File: config.mk
export PLATFORM = sky130hd
export DESIGN_NAME = diec_counter
export DESIGN_NICKNAME = d
export VERILOG_FILES = /design/src/logic/diec_pkg.sv /design/src/logic/diec_counter.sv
export VERILOG_INCLUDE_DIRS = /design/src /design/src/logic
export SDC_FILE = /design/constraint.sdc
export NUM_CORES = 1
export LEC_CHECK = 0
export CAP_MARGIN = 20
export CELL_PAD_IN_SITES_DETAIL_PLACEMENT = 2
export CELL_PAD_IN_SITES_GLOBAL_PLACEMENT = 2
export CORE_MARGIN = 10
export CORE_UTILIZATION = 46
export DETAILED_ROUTE_END_ITERATION = 12
export DONT_BUFFER_PORTS = 1
export PLACE_DENSITY_LB_ADDON = 0.1
export SLEW_MARGIN = 40
export SYNTH_ARGS = -nofsm -noshare
export SYNTH_HDL_FRONTEND = slang
export SYNTH_SLANG_ARGS = --single-unit
File: constraint.sdc
create_clock -name clk -period 10.91 [get_ports clk]
set_input_delay 2.7275 -clock clk [delete_from_list [all_inputs] [get_ports clk]]
set_output_delay 2.7275 -clock clk [all_outputs]
set_load 0.005 [all_outputs]
File: src/logic/diec_cfg.svh
// Offsets, reset values and timing figures of the edge counter channel
`ifndef DIEC_CFG_SVH
`define DIEC_CFG_SVH

`define DIEC_ADDR_W 6
`define DIEC_FILT_W 20
`define DIEC_CLK_MHZ 25

// Input delay choices in microseconds
`define DIEC_DLY0_US 50
`define DIEC_DLY1_US 100
`define DIEC_DLY2_US 400
`define DIEC_DLY3_US 800
`define DIEC_DLY4_US 1600
`define DIEC_DLY5_US 3200
`define DIEC_DLY6_US 12800
`define DIEC_DLY7_US 20000

// Register byte offsets
`define DIEC_OFS_CTRL 6'h00
`define DIEC_OFS_CFG 6'h04
`define DIEC_OFS_LDVAL 6'h08
`define DIEC_OFS_LDCODE 6'h0C
`define DIEC_OFS_STATUS 6'h10
`define DIEC_OFS_COUNT 6'h14
`define DIEC_OFS_HIGH 6'h18
`define DIEC_OFS_LOW 6'h1C
`define DIEC_OFS_START 6'h20
`define DIEC_OFS_CMP 6'h24
`define DIEC_OFS_CMP0 6'h28
`define DIEC_OFS_CMP1 6'h2C

// Reset values: channel enabled, 3.2 ms delay, rising edge, continue
`define DIEC_CTRL_RST 32'h00000001
`define DIEC_CFG_RST 32'h00000005
`define DIEC_HIGH_RST 32'h7FFFFFFF
`define DIEC_LOW_RST 32'h00000000
`define DIEC_START_RST 32'h00000000
`define DIEC_CMP_RST 32'h0000000A
`define DIEC_CMP0_RST 32'h00000000
`define DIEC_CMP1_RST 32'h0000000A
`define DIEC_ZERO32 32'h00000000
`define DIEC_ONE32 32'sh00000001
`define DIEC_DLY_SHORTEST 3'h0

`endif

File: src/logic/diec_pkg.sv
// Types shared by the edge counter channel
package diec_pkg;

  typedef enum logic [2:0] {
    DIEC_OUT_LOW = 3'h0,
    DIEC_OUT_HIGH = 3'h1,
    DIEC_OUT_WIN = 3'h2,
    DIEC_OUT_OUTSIDE = 3'h3,
    DIEC_OUT_UPPER = 3'h4,
    DIEC_OUT_LOWER = 3'h5
  } diec_outmode_t;

  typedef enum logic [1:0] {
    DIEC_EDGE_RISE = 2'h0,
    DIEC_EDGE_FALL = 2'h1,
    DIEC_EDGE_BOTH = 2'h2
  } diec_edge_t;

  typedef enum logic [1:0] {
    DIEC_FN_NONE = 2'h0,
    DIEC_FN_GATE = 2'h1,
    DIEC_FN_DIR = 2'h2
  } diec_compfn_t;

  typedef enum logic [3:0] {
    DIEC_LD_COUNT = 4'h1,
    DIEC_LD_START = 4'h3,
    DIEC_LD_CMP = 4'h4,
    DIEC_LD_CMP0 = 4'h5,
    DIEC_LD_CMP1 = 4'h6,
    DIEC_LD_HIGH = 4'h7,
    DIEC_LD_LOW = 4'h8
  } diec_ldcode_t;

  typedef struct packed {
    logic [26:0] rsvd;
    logic irqEn;
    logic faultClearReq;
    logic eventClearReq;
    logic swGate;
    logic enable;
  } diec_ctrl_t;

  typedef struct packed {
    logic [18:0] rsvd;
    logic isoMode;
    logic [1:0] companionFn;
    logic [2:0] outMode;
    logic dirDown;
    logic [1:0] edgeSel;
    logic stopOnViolation;
    logic [2:0] delaySel;
  } diec_cfg_t;

  typedef struct packed {
    logic [21:0] rsvd;
    logic isoActive;
    logic gateOpen;
    logic underflowEventLatch;
    logic overflowEventLatch;
    logic compareEventLatchA;
    logic eventClearAck;
    logic loadFaultFlag;
    logic loadDoneToggle;
    logic companionLevel;
    logic compareOutputState;
  } diec_status_t;

endpackage

File: src/logic/diec_counter.sv
// Debounced edge counter channel with limits, compare output and registers
//
// The Avalon-MM interface to the registers and the register offsets were chosen for this implementation.
`timescale 1ns/1ps
`default_nettype none
`include "diec_cfg.svh"
module diec_counter #(
  parameter int unsigned DELAY_CYC_0 = `DIEC_DLY0_US * `DIEC_CLK_MHZ,
  parameter int unsigned DELAY_CYC_1 = `DIEC_DLY1_US * `DIEC_CLK_MHZ,
  parameter int unsigned DELAY_CYC_2 = `DIEC_DLY2_US * `DIEC_CLK_MHZ,
  parameter int unsigned DELAY_CYC_3 = `DIEC_DLY3_US * `DIEC_CLK_MHZ,
  parameter int unsigned DELAY_CYC_4 = `DIEC_DLY4_US * `DIEC_CLK_MHZ,
  parameter int unsigned DELAY_CYC_5 = `DIEC_DLY5_US * `DIEC_CLK_MHZ,
  parameter int unsigned DELAY_CYC_6 = `DIEC_DLY6_US * `DIEC_CLK_MHZ,
  parameter int unsigned DELAY_CYC_7 = `DIEC_DLY7_US * `DIEC_CLK_MHZ
) (
  input wire logic clk,
  input wire logic rst_b,
  input wire logic [`DIEC_ADDR_W-1:0] avs_address,
  input wire logic avs_read,
  input wire logic avs_write,
  input wire logic [31:0] avs_writedata,
  input wire logic [3:0] avs_byteenable,
  output logic [31:0] avs_readdata,
  output logic avs_waitrequest,
  input wire logic countPulseInput,
  input wire logic companionInput,
  input wire logic isoReadStrobe,
  output logic compareOutputState,
  output logic compareIrq
);
  import diec_pkg::*;

  function automatic logic inRange(input logic signed [31:0] v,
                                   input logic signed [31:0] lo,
                                   input logic signed [31:0] hi);
    inRange = (v >= lo) && (v <= hi);
  endfunction

  function automatic logic [31:0] mergeBytes(input logic [31:0] old,
                                             input logic [31:0] wr,
                                             input logic [3:0] be);
    logic [31:0] res;
    res = old;
    for (int i = 0; i < 4; i++) begin
      if (be[i]) begin
        res[i*8 +: 8] = wr[i*8 +: 8];
      end
    end
    mergeBytes = res;
  endfunction

  function automatic logic [`DIEC_FILT_W-1:0] delayCycles(
      input logic [2:0] sel);
    case (sel)
      3'h0: delayCycles = `DIEC_FILT_W'(DELAY_CYC_0);
      3'h1: delayCycles = `DIEC_FILT_W'(DELAY_CYC_1);
      3'h2: delayCycles = `DIEC_FILT_W'(DELAY_CYC_2);
      3'h3: delayCycles = `DIEC_FILT_W'(DELAY_CYC_3);
      3'h4: delayCycles = `DIEC_FILT_W'(DELAY_CYC_4);
      3'h5: delayCycles = `DIEC_FILT_W'(DELAY_CYC_5);
      3'h6: delayCycles = `DIEC_FILT_W'(DELAY_CYC_6);
      default: delayCycles = `DIEC_FILT_W'(DELAY_CYC_7);
    endcase
  endfunction

  // Input synchronisers and debounce filters, bit 0 count, bit 1 companion
  logic [1:0] syncA_r, syncB_r, syncC_r;
  logic [1:0] filtLvl_r, filtLvl_nxt, filtPrev_r;
  logic [`DIEC_FILT_W-1:0] filtCnt_r [2];
  logic [`DIEC_FILT_W-1:0] filtCnt_nxt [2];
  logic [`DIEC_FILT_W-1:0] dlyNow;

  // Bus slave and software-written registers
  diec_ctrl_t ctrl_r, ctrl_nxt;
  diec_cfg_t cfg_r, cfg_nxt;
  logic signed [31:0] ldVal_r, ldVal_nxt;
  logic [3:0] ldCode_r, ldCode_nxt;
  logic busAck_r, busAck_nxt;
  logic [31:0] rdata_r, rdata_nxt;
  logic busWr, ldStrobe;

  // Counter state
  logic signed [31:0] count_r, count_nxt;
  logic signed [31:0] high_r, high_nxt, low_r, low_nxt;
  logic signed [31:0] start_r, start_nxt, cmp_r, cmp_nxt;
  logic signed [31:0] cmp0_r, cmp0_nxt, cmp1_r, cmp1_nxt;
  logic stop_r, stop_nxt, swGatePrev_r;
  logic cmpOut_r, cmpOut_nxt, evCmp_r, evCmp_nxt;
  logic evOvf_r, evOvf_nxt, evUnf_r, evUnf_nxt;
  logic evAck_r, evAck_nxt, irq_r, irq_nxt;
  logic ldToggle_r, ldToggle_nxt, ldFault_r, ldFault_nxt;
  logic startLoad, ovfHit, unfHit, cmpHit, ldValid;
  logic hwGate, gateReq, gateOpen, countDown, edgeHit;
  logic riseSeen, fallSeen, isoActive, fbUpdate;
  diec_edge_t edgeEff;
  diec_status_t statusNow;
  diec_status_t fbStatus_r, fbStatus_nxt;
  logic signed [31:0] fbCount_r, fbCount_nxt;

  // ---------------- Input filter ----------------
  assign dlyNow = delayCycles(cfg_r.delaySel);

  always_comb begin
    filtLvl_nxt = filtLvl_r;
    for (int i = 0; i < 2; i++) begin
      filtCnt_nxt[i] = '0;
      // Only a level on which the last two stages agree is taken
      if ((syncB_r[i] == syncC_r[i]) && (syncC_r[i] != filtLvl_r[i])) begin
        if (filtCnt_r[i] >= dlyNow) begin
          filtLvl_nxt[i] = syncC_r[i];
        end else begin
          filtCnt_nxt[i] = filtCnt_r[i] + `DIEC_FILT_W'(1);
        end
      end
    end
  end

  always_ff @(posedge clk or negedge rst_b) begin
    if (!rst_b) begin
      syncA_r <= 2'h0;
      syncB_r <= 2'h0;
      syncC_r <= 2'h0;
      filtLvl_r <= 2'h0;
      filtPrev_r <= 2'h0;
      filtCnt_r[0] <= '0;
      filtCnt_r[1] <= '0;
    end else begin
      syncA_r <= {companionInput, countPulseInput};
      syncB_r <= syncA_r;
      syncC_r <= syncB_r;
      filtLvl_r <= filtLvl_nxt;
      filtPrev_r <= filtLvl_r;
      filtCnt_r[0] <= filtCnt_nxt[0];
      filtCnt_r[1] <= filtCnt_nxt[1];
    end
  end

  // ---------------- Avalon-MM slave ----------------
  // One wait cycle per access; read data is captured in that cycle
  assign avs_waitrequest = (avs_read | avs_write) & ~busAck_r;
  assign avs_readdata = rdata_r;
  assign busWr = avs_write & busAck_r;
  assign ldStrobe = busWr && ({avs_address[5:2], 2'h0} == `DIEC_OFS_LDCODE);

  always_comb begin
    busAck_nxt = (avs_read | avs_write) & ~busAck_r;
    rdata_nxt = rdata_r;
    ctrl_nxt = ctrl_r;
    cfg_nxt = cfg_r;
    ldVal_nxt = ldVal_r;
    ldCode_nxt = ldCode_r;
    if (avs_read && !busAck_r) begin
      case ({avs_address[5:2], 2'h0})
        `DIEC_OFS_CTRL: rdata_nxt = ctrl_r;
        `DIEC_OFS_CFG: rdata_nxt = cfg_r;
        `DIEC_OFS_LDVAL: rdata_nxt = ldVal_r;
        `DIEC_OFS_LDCODE: rdata_nxt = {28'h0000000, ldCode_r};
        `DIEC_OFS_STATUS: rdata_nxt = fbStatus_r;
        `DIEC_OFS_COUNT: rdata_nxt = fbCount_r;
        `DIEC_OFS_HIGH: rdata_nxt = high_r;
        `DIEC_OFS_LOW: rdata_nxt = low_r;
        `DIEC_OFS_START: rdata_nxt = start_r;
        `DIEC_OFS_CMP: rdata_nxt = cmp_r;
        `DIEC_OFS_CMP0: rdata_nxt = cmp0_r;
        `DIEC_OFS_CMP1: rdata_nxt = cmp1_r;
        default: rdata_nxt = `DIEC_ZERO32;
      endcase
    end
    if (busWr) begin
      case ({avs_address[5:2], 2'h0})
        `DIEC_OFS_CTRL: ctrl_nxt = mergeBytes(ctrl_r, avs_writedata,
                                              avs_byteenable);
        `DIEC_OFS_CFG: cfg_nxt = mergeBytes(cfg_r, avs_writedata,
                                            avs_byteenable);
        `DIEC_OFS_LDVAL: ldVal_nxt = mergeBytes(ldVal_r, avs_writedata,
                                                avs_byteenable);
        `DIEC_OFS_LDCODE: ldCode_nxt = avs_writedata[3:0];
        default: ldCode_nxt = ldCode_r;
      endcase
    end
    // Reserved bits stay zero so they read back as zero
    ctrl_nxt.rsvd = '0;
    cfg_nxt.rsvd = '0;
  end

  always_ff @(posedge clk or negedge rst_b) begin
    if (!rst_b) begin
      busAck_r <= 1'b0;
      rdata_r <= `DIEC_ZERO32;
      ctrl_r <= `DIEC_CTRL_RST;
      cfg_r <= `DIEC_CFG_RST;
      ldVal_r <= `DIEC_ZERO32;
      ldCode_r <= 4'h0;
    end else begin
      busAck_r <= busAck_nxt;
      rdata_r <= rdata_nxt;
      ctrl_r <= ctrl_nxt;
      cfg_r <= cfg_nxt;
      ldVal_r <= ldVal_nxt;
      ldCode_r <= ldCode_nxt;
    end
  end

  // ---------------- Counter core ----------------
  assign hwGate = (cfg_r.companionFn == DIEC_FN_GATE) ?
                  filtLvl_r[1] : 1'b1;
  assign gateReq = ctrl_r.swGate & hwGate;
  assign gateOpen = ctrl_r.enable & gateReq & ~stop_r;
  assign countDown = (cfg_r.companionFn == DIEC_FN_DIR) ?
                     filtLvl_r[1] : cfg_r.dirDown;
  assign riseSeen = filtLvl_r[0] & ~filtPrev_r[0];
  assign fallSeen = ~filtLvl_r[0] & filtPrev_r[0];

  always_comb begin
    edgeEff = diec_edge_t'(cfg_r.edgeSel);
    // Counting down under companion control uses the opposite edge
    if ((cfg_r.companionFn == DIEC_FN_DIR) && filtLvl_r[1]) begin
      if (edgeEff == DIEC_EDGE_RISE) begin
        edgeEff = DIEC_EDGE_FALL;
      end else if (edgeEff == DIEC_EDGE_FALL) begin
        edgeEff = DIEC_EDGE_RISE;
      end
    end
    case (edgeEff)
      DIEC_EDGE_RISE: edgeHit = riseSeen;
      DIEC_EDGE_FALL: edgeHit = fallSeen;
      DIEC_EDGE_BOTH: edgeHit = riseSeen | fallSeen;
      default: edgeHit = 1'b0;
    endcase
  end

  always_comb begin
    count_nxt = count_r;
    high_nxt = high_r;
    low_nxt = low_r;
    start_nxt = start_r;
    cmp_nxt = cmp_r;
    cmp0_nxt = cmp0_r;
    cmp1_nxt = cmp1_r;
    stop_nxt = stop_r;
    startLoad = 1'b0;
    ovfHit = 1'b0;
    unfHit = 1'b0;
    ldValid = 1'b0;
    ldToggle_nxt = ldToggle_r;
    ldFault_nxt = ldFault_r;
    evCmp_nxt = evCmp_r;
    evOvf_nxt = evOvf_r;
    evUnf_nxt = evUnf_r;
    evAck_nxt = evAck_r;
    // Closing either gate re-arms counting after an automatic stop
    if (!gateReq) begin
      stop_nxt = 1'b0;
    end
    if (ctrl_r.swGate && !swGatePrev_r) begin
      count_nxt = start_r;
      startLoad = 1'b1;
    end else if (gateOpen && edgeHit) begin
      if (!countDown) begin
        if (count_r == high_r) begin
          count_nxt = low_r;
          ovfHit = 1'b1;
          stop_nxt = cfg_r.stopOnViolation;
        end else begin
          count_nxt = count_r + `DIEC_ONE32;
        end
      end else begin
        if (count_r == low_r) begin
          count_nxt = high_r;
          unfHit = 1'b1;
          stop_nxt = cfg_r.stopOnViolation;
        end else begin
          count_nxt = count_r - `DIEC_ONE32;
        end
      end
    end
    // Each code checks the ordering of limits and comparison values
    if (ldStrobe) begin
      case (avs_writedata[3:0])
        DIEC_LD_COUNT: begin
          ldValid = inRange(ldVal_r, low_r, high_r);
          if (ldValid) count_nxt = ldVal_r;
        end
        DIEC_LD_START: begin
          ldValid = inRange(ldVal_r, low_r, high_r);
          if (ldValid) start_nxt = ldVal_r;
        end
        DIEC_LD_CMP: begin
          ldValid = inRange(ldVal_r, low_r, high_r);
          if (ldValid) cmp_nxt = ldVal_r;
        end
        DIEC_LD_CMP0: begin
          ldValid = (ldVal_r >= low_r) && (ldVal_r < cmp1_r);
          if (ldValid) cmp0_nxt = ldVal_r;
        end
        DIEC_LD_CMP1: begin
          ldValid = (ldVal_r > cmp0_r) && (ldVal_r <= high_r);
          if (ldValid) cmp1_nxt = ldVal_r;
        end
        DIEC_LD_HIGH: begin
          ldValid = ldVal_r > low_r;
          if (ldValid) high_nxt = ldVal_r;
        end
        DIEC_LD_LOW: begin
          ldValid = ldVal_r < high_r;
          if (ldValid) low_nxt = ldVal_r;
        end
        default: ldValid = 1'b0;
      endcase
      ldToggle_nxt = ldToggle_r ^ ldValid;
    end
    if (ctrl_r.faultClearReq) begin
      ldFault_nxt = 1'b0;
    end
    if (ldStrobe && !ldValid) begin
      ldFault_nxt = 1'b1;
    end
    if (!ctrl_r.enable) begin
      cmpOut_nxt = 1'b0;
    end else begin
      case (diec_outmode_t'(cfg_r.outMode))
        DIEC_OUT_LOW: cmpOut_nxt = 1'b0;
        DIEC_OUT_HIGH: cmpOut_nxt = 1'b1;
        DIEC_OUT_WIN: cmpOut_nxt = inRange(count_nxt, cmp0_nxt,
                                           cmp1_nxt);
        DIEC_OUT_OUTSIDE: cmpOut_nxt = !inRange(count_nxt, cmp0_nxt,
                                                cmp1_nxt);
        DIEC_OUT_UPPER: cmpOut_nxt = inRange(count_nxt, cmp_nxt,
                                             high_nxt);
        DIEC_OUT_LOWER: cmpOut_nxt = inRange(count_nxt, low_nxt,
                                             cmp_nxt);
        default: cmpOut_nxt = 1'b0;
      endcase
    end
    cmpHit = (cmpOut_nxt != cmpOut_r) && !startLoad;
    if (ctrl_r.eventClearReq && !evAck_r) begin
      evCmp_nxt = 1'b0;
      evOvf_nxt = 1'b0;
      evUnf_nxt = 1'b0;
      evAck_nxt = 1'b1;
    end else if (!ctrl_r.eventClearReq && evAck_r) begin
      evAck_nxt = 1'b0;
    end
    // A new event in the clearing cycle stays latched
    if (cmpHit) evCmp_nxt = 1'b1;
    if (ovfHit) evOvf_nxt = 1'b1;
    if (unfHit) evUnf_nxt = 1'b1;
    irq_nxt = cmpHit & ctrl_r.irqEn;
  end

  // ---------------- Feedback snapshot ----------------
  // Shortest delay is the only setting fast enough for isochronous reads
  assign isoActive = cfg_r.isoMode &&
                     (cfg_r.delaySel == `DIEC_DLY_SHORTEST);
  assign fbUpdate = !isoActive || isoReadStrobe;

  always_comb begin
    statusNow = '0;
    statusNow.isoActive = isoActive;
    statusNow.gateOpen = gateOpen;
    statusNow.underflowEventLatch = evUnf_r;
    statusNow.overflowEventLatch = evOvf_r;
    statusNow.compareEventLatchA = evCmp_r;
    statusNow.eventClearAck = evAck_r;
    statusNow.loadFaultFlag = ldFault_r;
    statusNow.loadDoneToggle = ldToggle_r;
    statusNow.companionLevel = filtLvl_r[1];
    statusNow.compareOutputState = cmpOut_r;
    fbStatus_nxt = fbUpdate ? statusNow : fbStatus_r;
    fbCount_nxt = fbUpdate ? count_r : fbCount_r;
  end

  assign compareOutputState = cmpOut_r;
  assign compareIrq = irq_r;

  always_ff @(posedge clk or negedge rst_b) begin
    if (!rst_b) begin
      count_r <= `DIEC_START_RST;
      high_r <= `DIEC_HIGH_RST;
      low_r <= `DIEC_LOW_RST;
      start_r <= `DIEC_START_RST;
      cmp_r <= `DIEC_CMP_RST;
      cmp0_r <= `DIEC_CMP0_RST;
      cmp1_r <= `DIEC_CMP1_RST;
      stop_r <= 1'b0;
      swGatePrev_r <= 1'b0;
      cmpOut_r <= 1'b0;
      evCmp_r <= 1'b0;
      evOvf_r <= 1'b0;
      evUnf_r <= 1'b0;
      evAck_r <= 1'b0;
      irq_r <= 1'b0;
      ldToggle_r <= 1'b0;
      ldFault_r <= 1'b0;
      fbStatus_r <= '0;
      fbCount_r <= `DIEC_START_RST;
    end else begin
      count_r <= count_nxt;
      high_r <= high_nxt;
      low_r <= low_nxt;
      start_r <= start_nxt;
      cmp_r <= cmp_nxt;
      cmp0_r <= cmp0_nxt;
      cmp1_r <= cmp1_nxt;
      stop_r <= stop_nxt;
      swGatePrev_r <= ctrl_r.swGate;
      cmpOut_r <= cmpOut_nxt;
      evCmp_r <= evCmp_nxt;
      evOvf_r <= evOvf_nxt;
      evUnf_r <= evUnf_nxt;
      evAck_r <= evAck_nxt;
      irq_r <= irq_nxt;
      ldToggle_r <= ldToggle_nxt;
      ldFault_r <= ldFault_nxt;
      fbStatus_r <= fbStatus_nxt;
      fbCount_r <= fbCount_nxt;
    end
  end

endmodule
`default_nettype wire

==> flow_metrics.tcl <==
set metrics [dict create \
    status "finished, violations left" \
    violations "slew limit" \
    globalplace.congestion 0.949 \
    yosys_register_bits 412 \
    utilization_pct 50.7 \
    antenna_found_initial 1 \
    grt_max_degree 413 \
    drive_gt1_share_pct 12.5 \
    ir_drop_mv 0.150 \
    grt_usage_pct 34.8 \
    cp_num_buf_inv 1 \
    fin_ws_ns 2.30 \
    min_period_over_period_pct 78.9 \
    start_kind "flip-flop" \
    setup-violations-final 0 \
    holdPathStages 0 \
    ant_nets 0 \
    rr_startpoint "ldVal_r[18]$_DFFE_PN0P_" \
    final-max-slew-violation-count 152 \
    cts_resized 0 \
    worstPathArrival_ns 9.13 \
    drtIter0Drc 2193 \
    wl_microns 131000 \
    cp_top_family "simple AND/OR/NAND/NOR gates" \
    synthCells 3094 \
    timing.slew.headroom_pct -17.3 \
    hold_start "syncA_r[1]$_DFF_PN0_" \
    synth-edff-count 0 \
    final_nets 3401 \
    yosys.area.top_type "dfrtp_1" \
    syn_area_sq_mm 0.0292 \
    area_growth_pct 9.31 \
    worst_slew_pin_slew_ns 1.76 \
    cellLeakagePower_uw 0.0152 \
    dieArea_sq_mm 0.0739 \
    holdBufCountCts 0 \
    io_buffers 0 \
    synth_area_per_cell_sq_um 9.43 \
    drc 0 \
    synth_ff_type "dfrtp_1" \
    fin_crit_ns 8.61 \
    r2r_end "compareIrq$_DFF_PN0_" \
    rsz0062_at_grt "no" \
    synthDistinctLibCells 82 \
    num_rows 92 \
    hp-class "flip-flop to flip-flop" \
    critical_path.max_stage_delay_ns 0.78 \
    seq_area_frac_synth_pct 35.5 \
    yosysWarnings 0 \
    initial_core_util_pct 46.4 \
    reg2reg_depth 20 \
    mostFrequentLayoutCell "dfrtp_1" \
    io_pins 84 \
    grt-ovfl-total 0 \
    cts_root_buffer "clkbuf_16" \
    cts.clk_slew.worst_paths_ns 0.06 \
    crit_path_end_kind "flip-flop" \
    die_h_microns 272 \
    htree_levels 2 \
    die_width_microns 272 \
    setup_tns_ns 0 \
    clock_tree.buffer_depth 3 \
    reg2reg_setup_slack_ns 2.30 \
    grt_pass1_wl_microns 196000 \
    crit_path_start "ldVal_r[18]$_DFFE_PN0P_" \
    fillCellCount 6559 \
    cts.sinks 412 \
    netlist_top_cells_area "dfrtp_1, ha_1, mux2_2, mux2i_1, inv_1" \
    via_per_inst 6.73 \
    whs_endpoint "syncB_r[1]$_DFF_PN0_" \
    cap_violations 0 \
    cts_made_buffers 51 \
    fmax_mhz 116 \
    crit_slowest_cell "or4b_2" \
    path_cells "ha_1 -> nand2_1 -> o21ai_1 -> a211oi_1 -> a31oi_1 -> or3_1 -> a31oi_1 -> nand4b_1 -> buf_4 -> a31oi_1 -> ha_1 -> nand4_1 -> nor4_2 -> or4b_2 -> or3_1 -> o311ai_0 -> and4b_1 -> mux2i_1 -> nand4_1 -> a21boi_0" \
    postCtsSetupBuffers 0 \
    final_cell_mix "dfrtp_1, ha_1, inv_1" \
    async_flop_share_pct 100 \
    crit_required_ns 11.43 \
    num_vias 26300 \
    pre_cts_slack_ns 2.11 \
    insertion_delay_ns 0.62 \
    dp_hpwl_microns 93600 \
    skew_ns 0.0165 \
    syn-num-nets 3475 \
    powerDensity_mw_per_mm2 183 \
    synth_top_area_share_pct 32.1 \
    drt_first_pass_iters 6 \
    ff_latch_area_sq_mm 0.0104 \
    grt_pass1_vias 29200 \
    crit_type "flip-flop to flip-flop" \
    worstPathMaxFanout 13 \
    cts_tree "built" \
    core_sq_mm 0.0630 \
    crit_top_cell "a31oi_1" \
    multiInputGateArea_sq_mm 0.0173 \
    hold_violations 0 \
    wl_per_cell_microns 33.5 \
]
==> layer usage <==
layer,GRT usage (%),part of all wire (%)
met2,57.5,47
met3,4.91,5.9
met4,21.5,6.9
met5,0,0.0099
met1,42.5,40
==> area by class of cell <==
| class | count | share of cell area (%) |
|---|---|---|
| antenna | 1 | 0.00784 |
| clock buffer | 75 | 4.51 |
| clock inverter | 21 | 0.969 |
| inverter | 284 | 3.34 |
| multi-input combinational | 2217 | 54.1 |
| sequential | 412 | 32.5 |
| tap | 846 | 3.32 |
| timing repair buffer | 54 | 1.28 |
==> cell families (layout without fill, tap and decap cells) <==
logic type               count (synthesis)  in the layout  share of synthesized area, %
buffers and inverters                  465            434                          6.16
AO/OA/AOI/OAI                          751            751                          17.4
flip-flops                             412            412                          35.5
XOR/XNOR                               129            129                          3.87
multiplexers                           273            273                          10.0
other                                    0              1                             0
AND/OR/NAND/NOR                        732            732                          12.8
adder cells (fa/ha/maj)                332            332                          14.2
==> stage by stage <==
step	hold WS [ns]	instances	instance area [sq um]	power (uW)
CTS	0.359	3909	31900	5800
floorplan	0.331	3094	29200	3050
detailed placement	0.345	3813	30100	3950
global route	0.376	3909	31900	6070
global placement	0.344	3813	30100	3800
finish	0.355	3910	31900	5840
==> worst register-to-register path, stage by stage, from the launching register on <==
cell,delay (ns)
dfrtp_1,0.71
ha_1,0.34
nand2_1,0.25
o21ai_1,0.28
a211oi_1,0.52
a31oi_1,0.19
or3_1,0.36
a31oi_1,0.51
nand4b_1,0.50
buf_4,0.38
a31oi_1,0.65
ha_1,0.29
nand4_1,0.34
nor4_2,0.61
or4b_2,0.78
or3_1,0.41
o311ai_0,0.13
and4b_1,0.41
mux2i_1,0.38
nand4_1,0.21
a21boi_0,0.27
==> registers in the layout, summed over array words and instances, names as in the netlist, 4 cells and up <==
signal        flops
cfg_r            13
fbStatus_r       10
ctrl_r            5
cmp_r            32
avs_readdata     32
cmp1_r           32
count_r          32
low_r            32
fbCount_r        32
start_r          32
high_r           32
ldCode_r          4
ldVal_r          32
filtCnt_r        40
cmp0_r           32
==> worst max-delay path by stage <==
stage,cells past startpoint,slack [ns],endpoint
final,20,2.30,compareIrq$_DFF_PN0_
after global routing,20,2.19,compareIrq$_DFF_PN0_
after global placement,17,2.04,compareIrq$_DFF_PN0_
after floorplan,19,3.79,compareIrq$_DFF_PN0_
after CTS,20,2.48,compareIrq$_DFF_PN0_
after detailed placement,17,2.11,compareIrq$_DFF_PN0_
==> power by group <==
group	leakage, uW	switching, uW	total [uW]	internal, uW
Sequential	0.00543	295	1950	1650
Clock	0.000840	742	1800	1060
Combinational	0.00890	1360	2090	734
Total	0.0152	2390	5840	3450
==> Yosys cell counts, drive strengths merged (37+ instances only) <==
library cell	count
o21ai	120
a22oi	101
clkbuf	142
a22o	48
a21o	77
nor2	128
mux2	154
buf	39
nor3	77
inv	284
nand4	120
nand2	180
dfstp	38
o211ai	37
mux2i	119
dfrtp	374
nand3	79
xnor2	96
a21oi	182
ha	332
No activity file was read; power rests on OpenSTA's default activity.
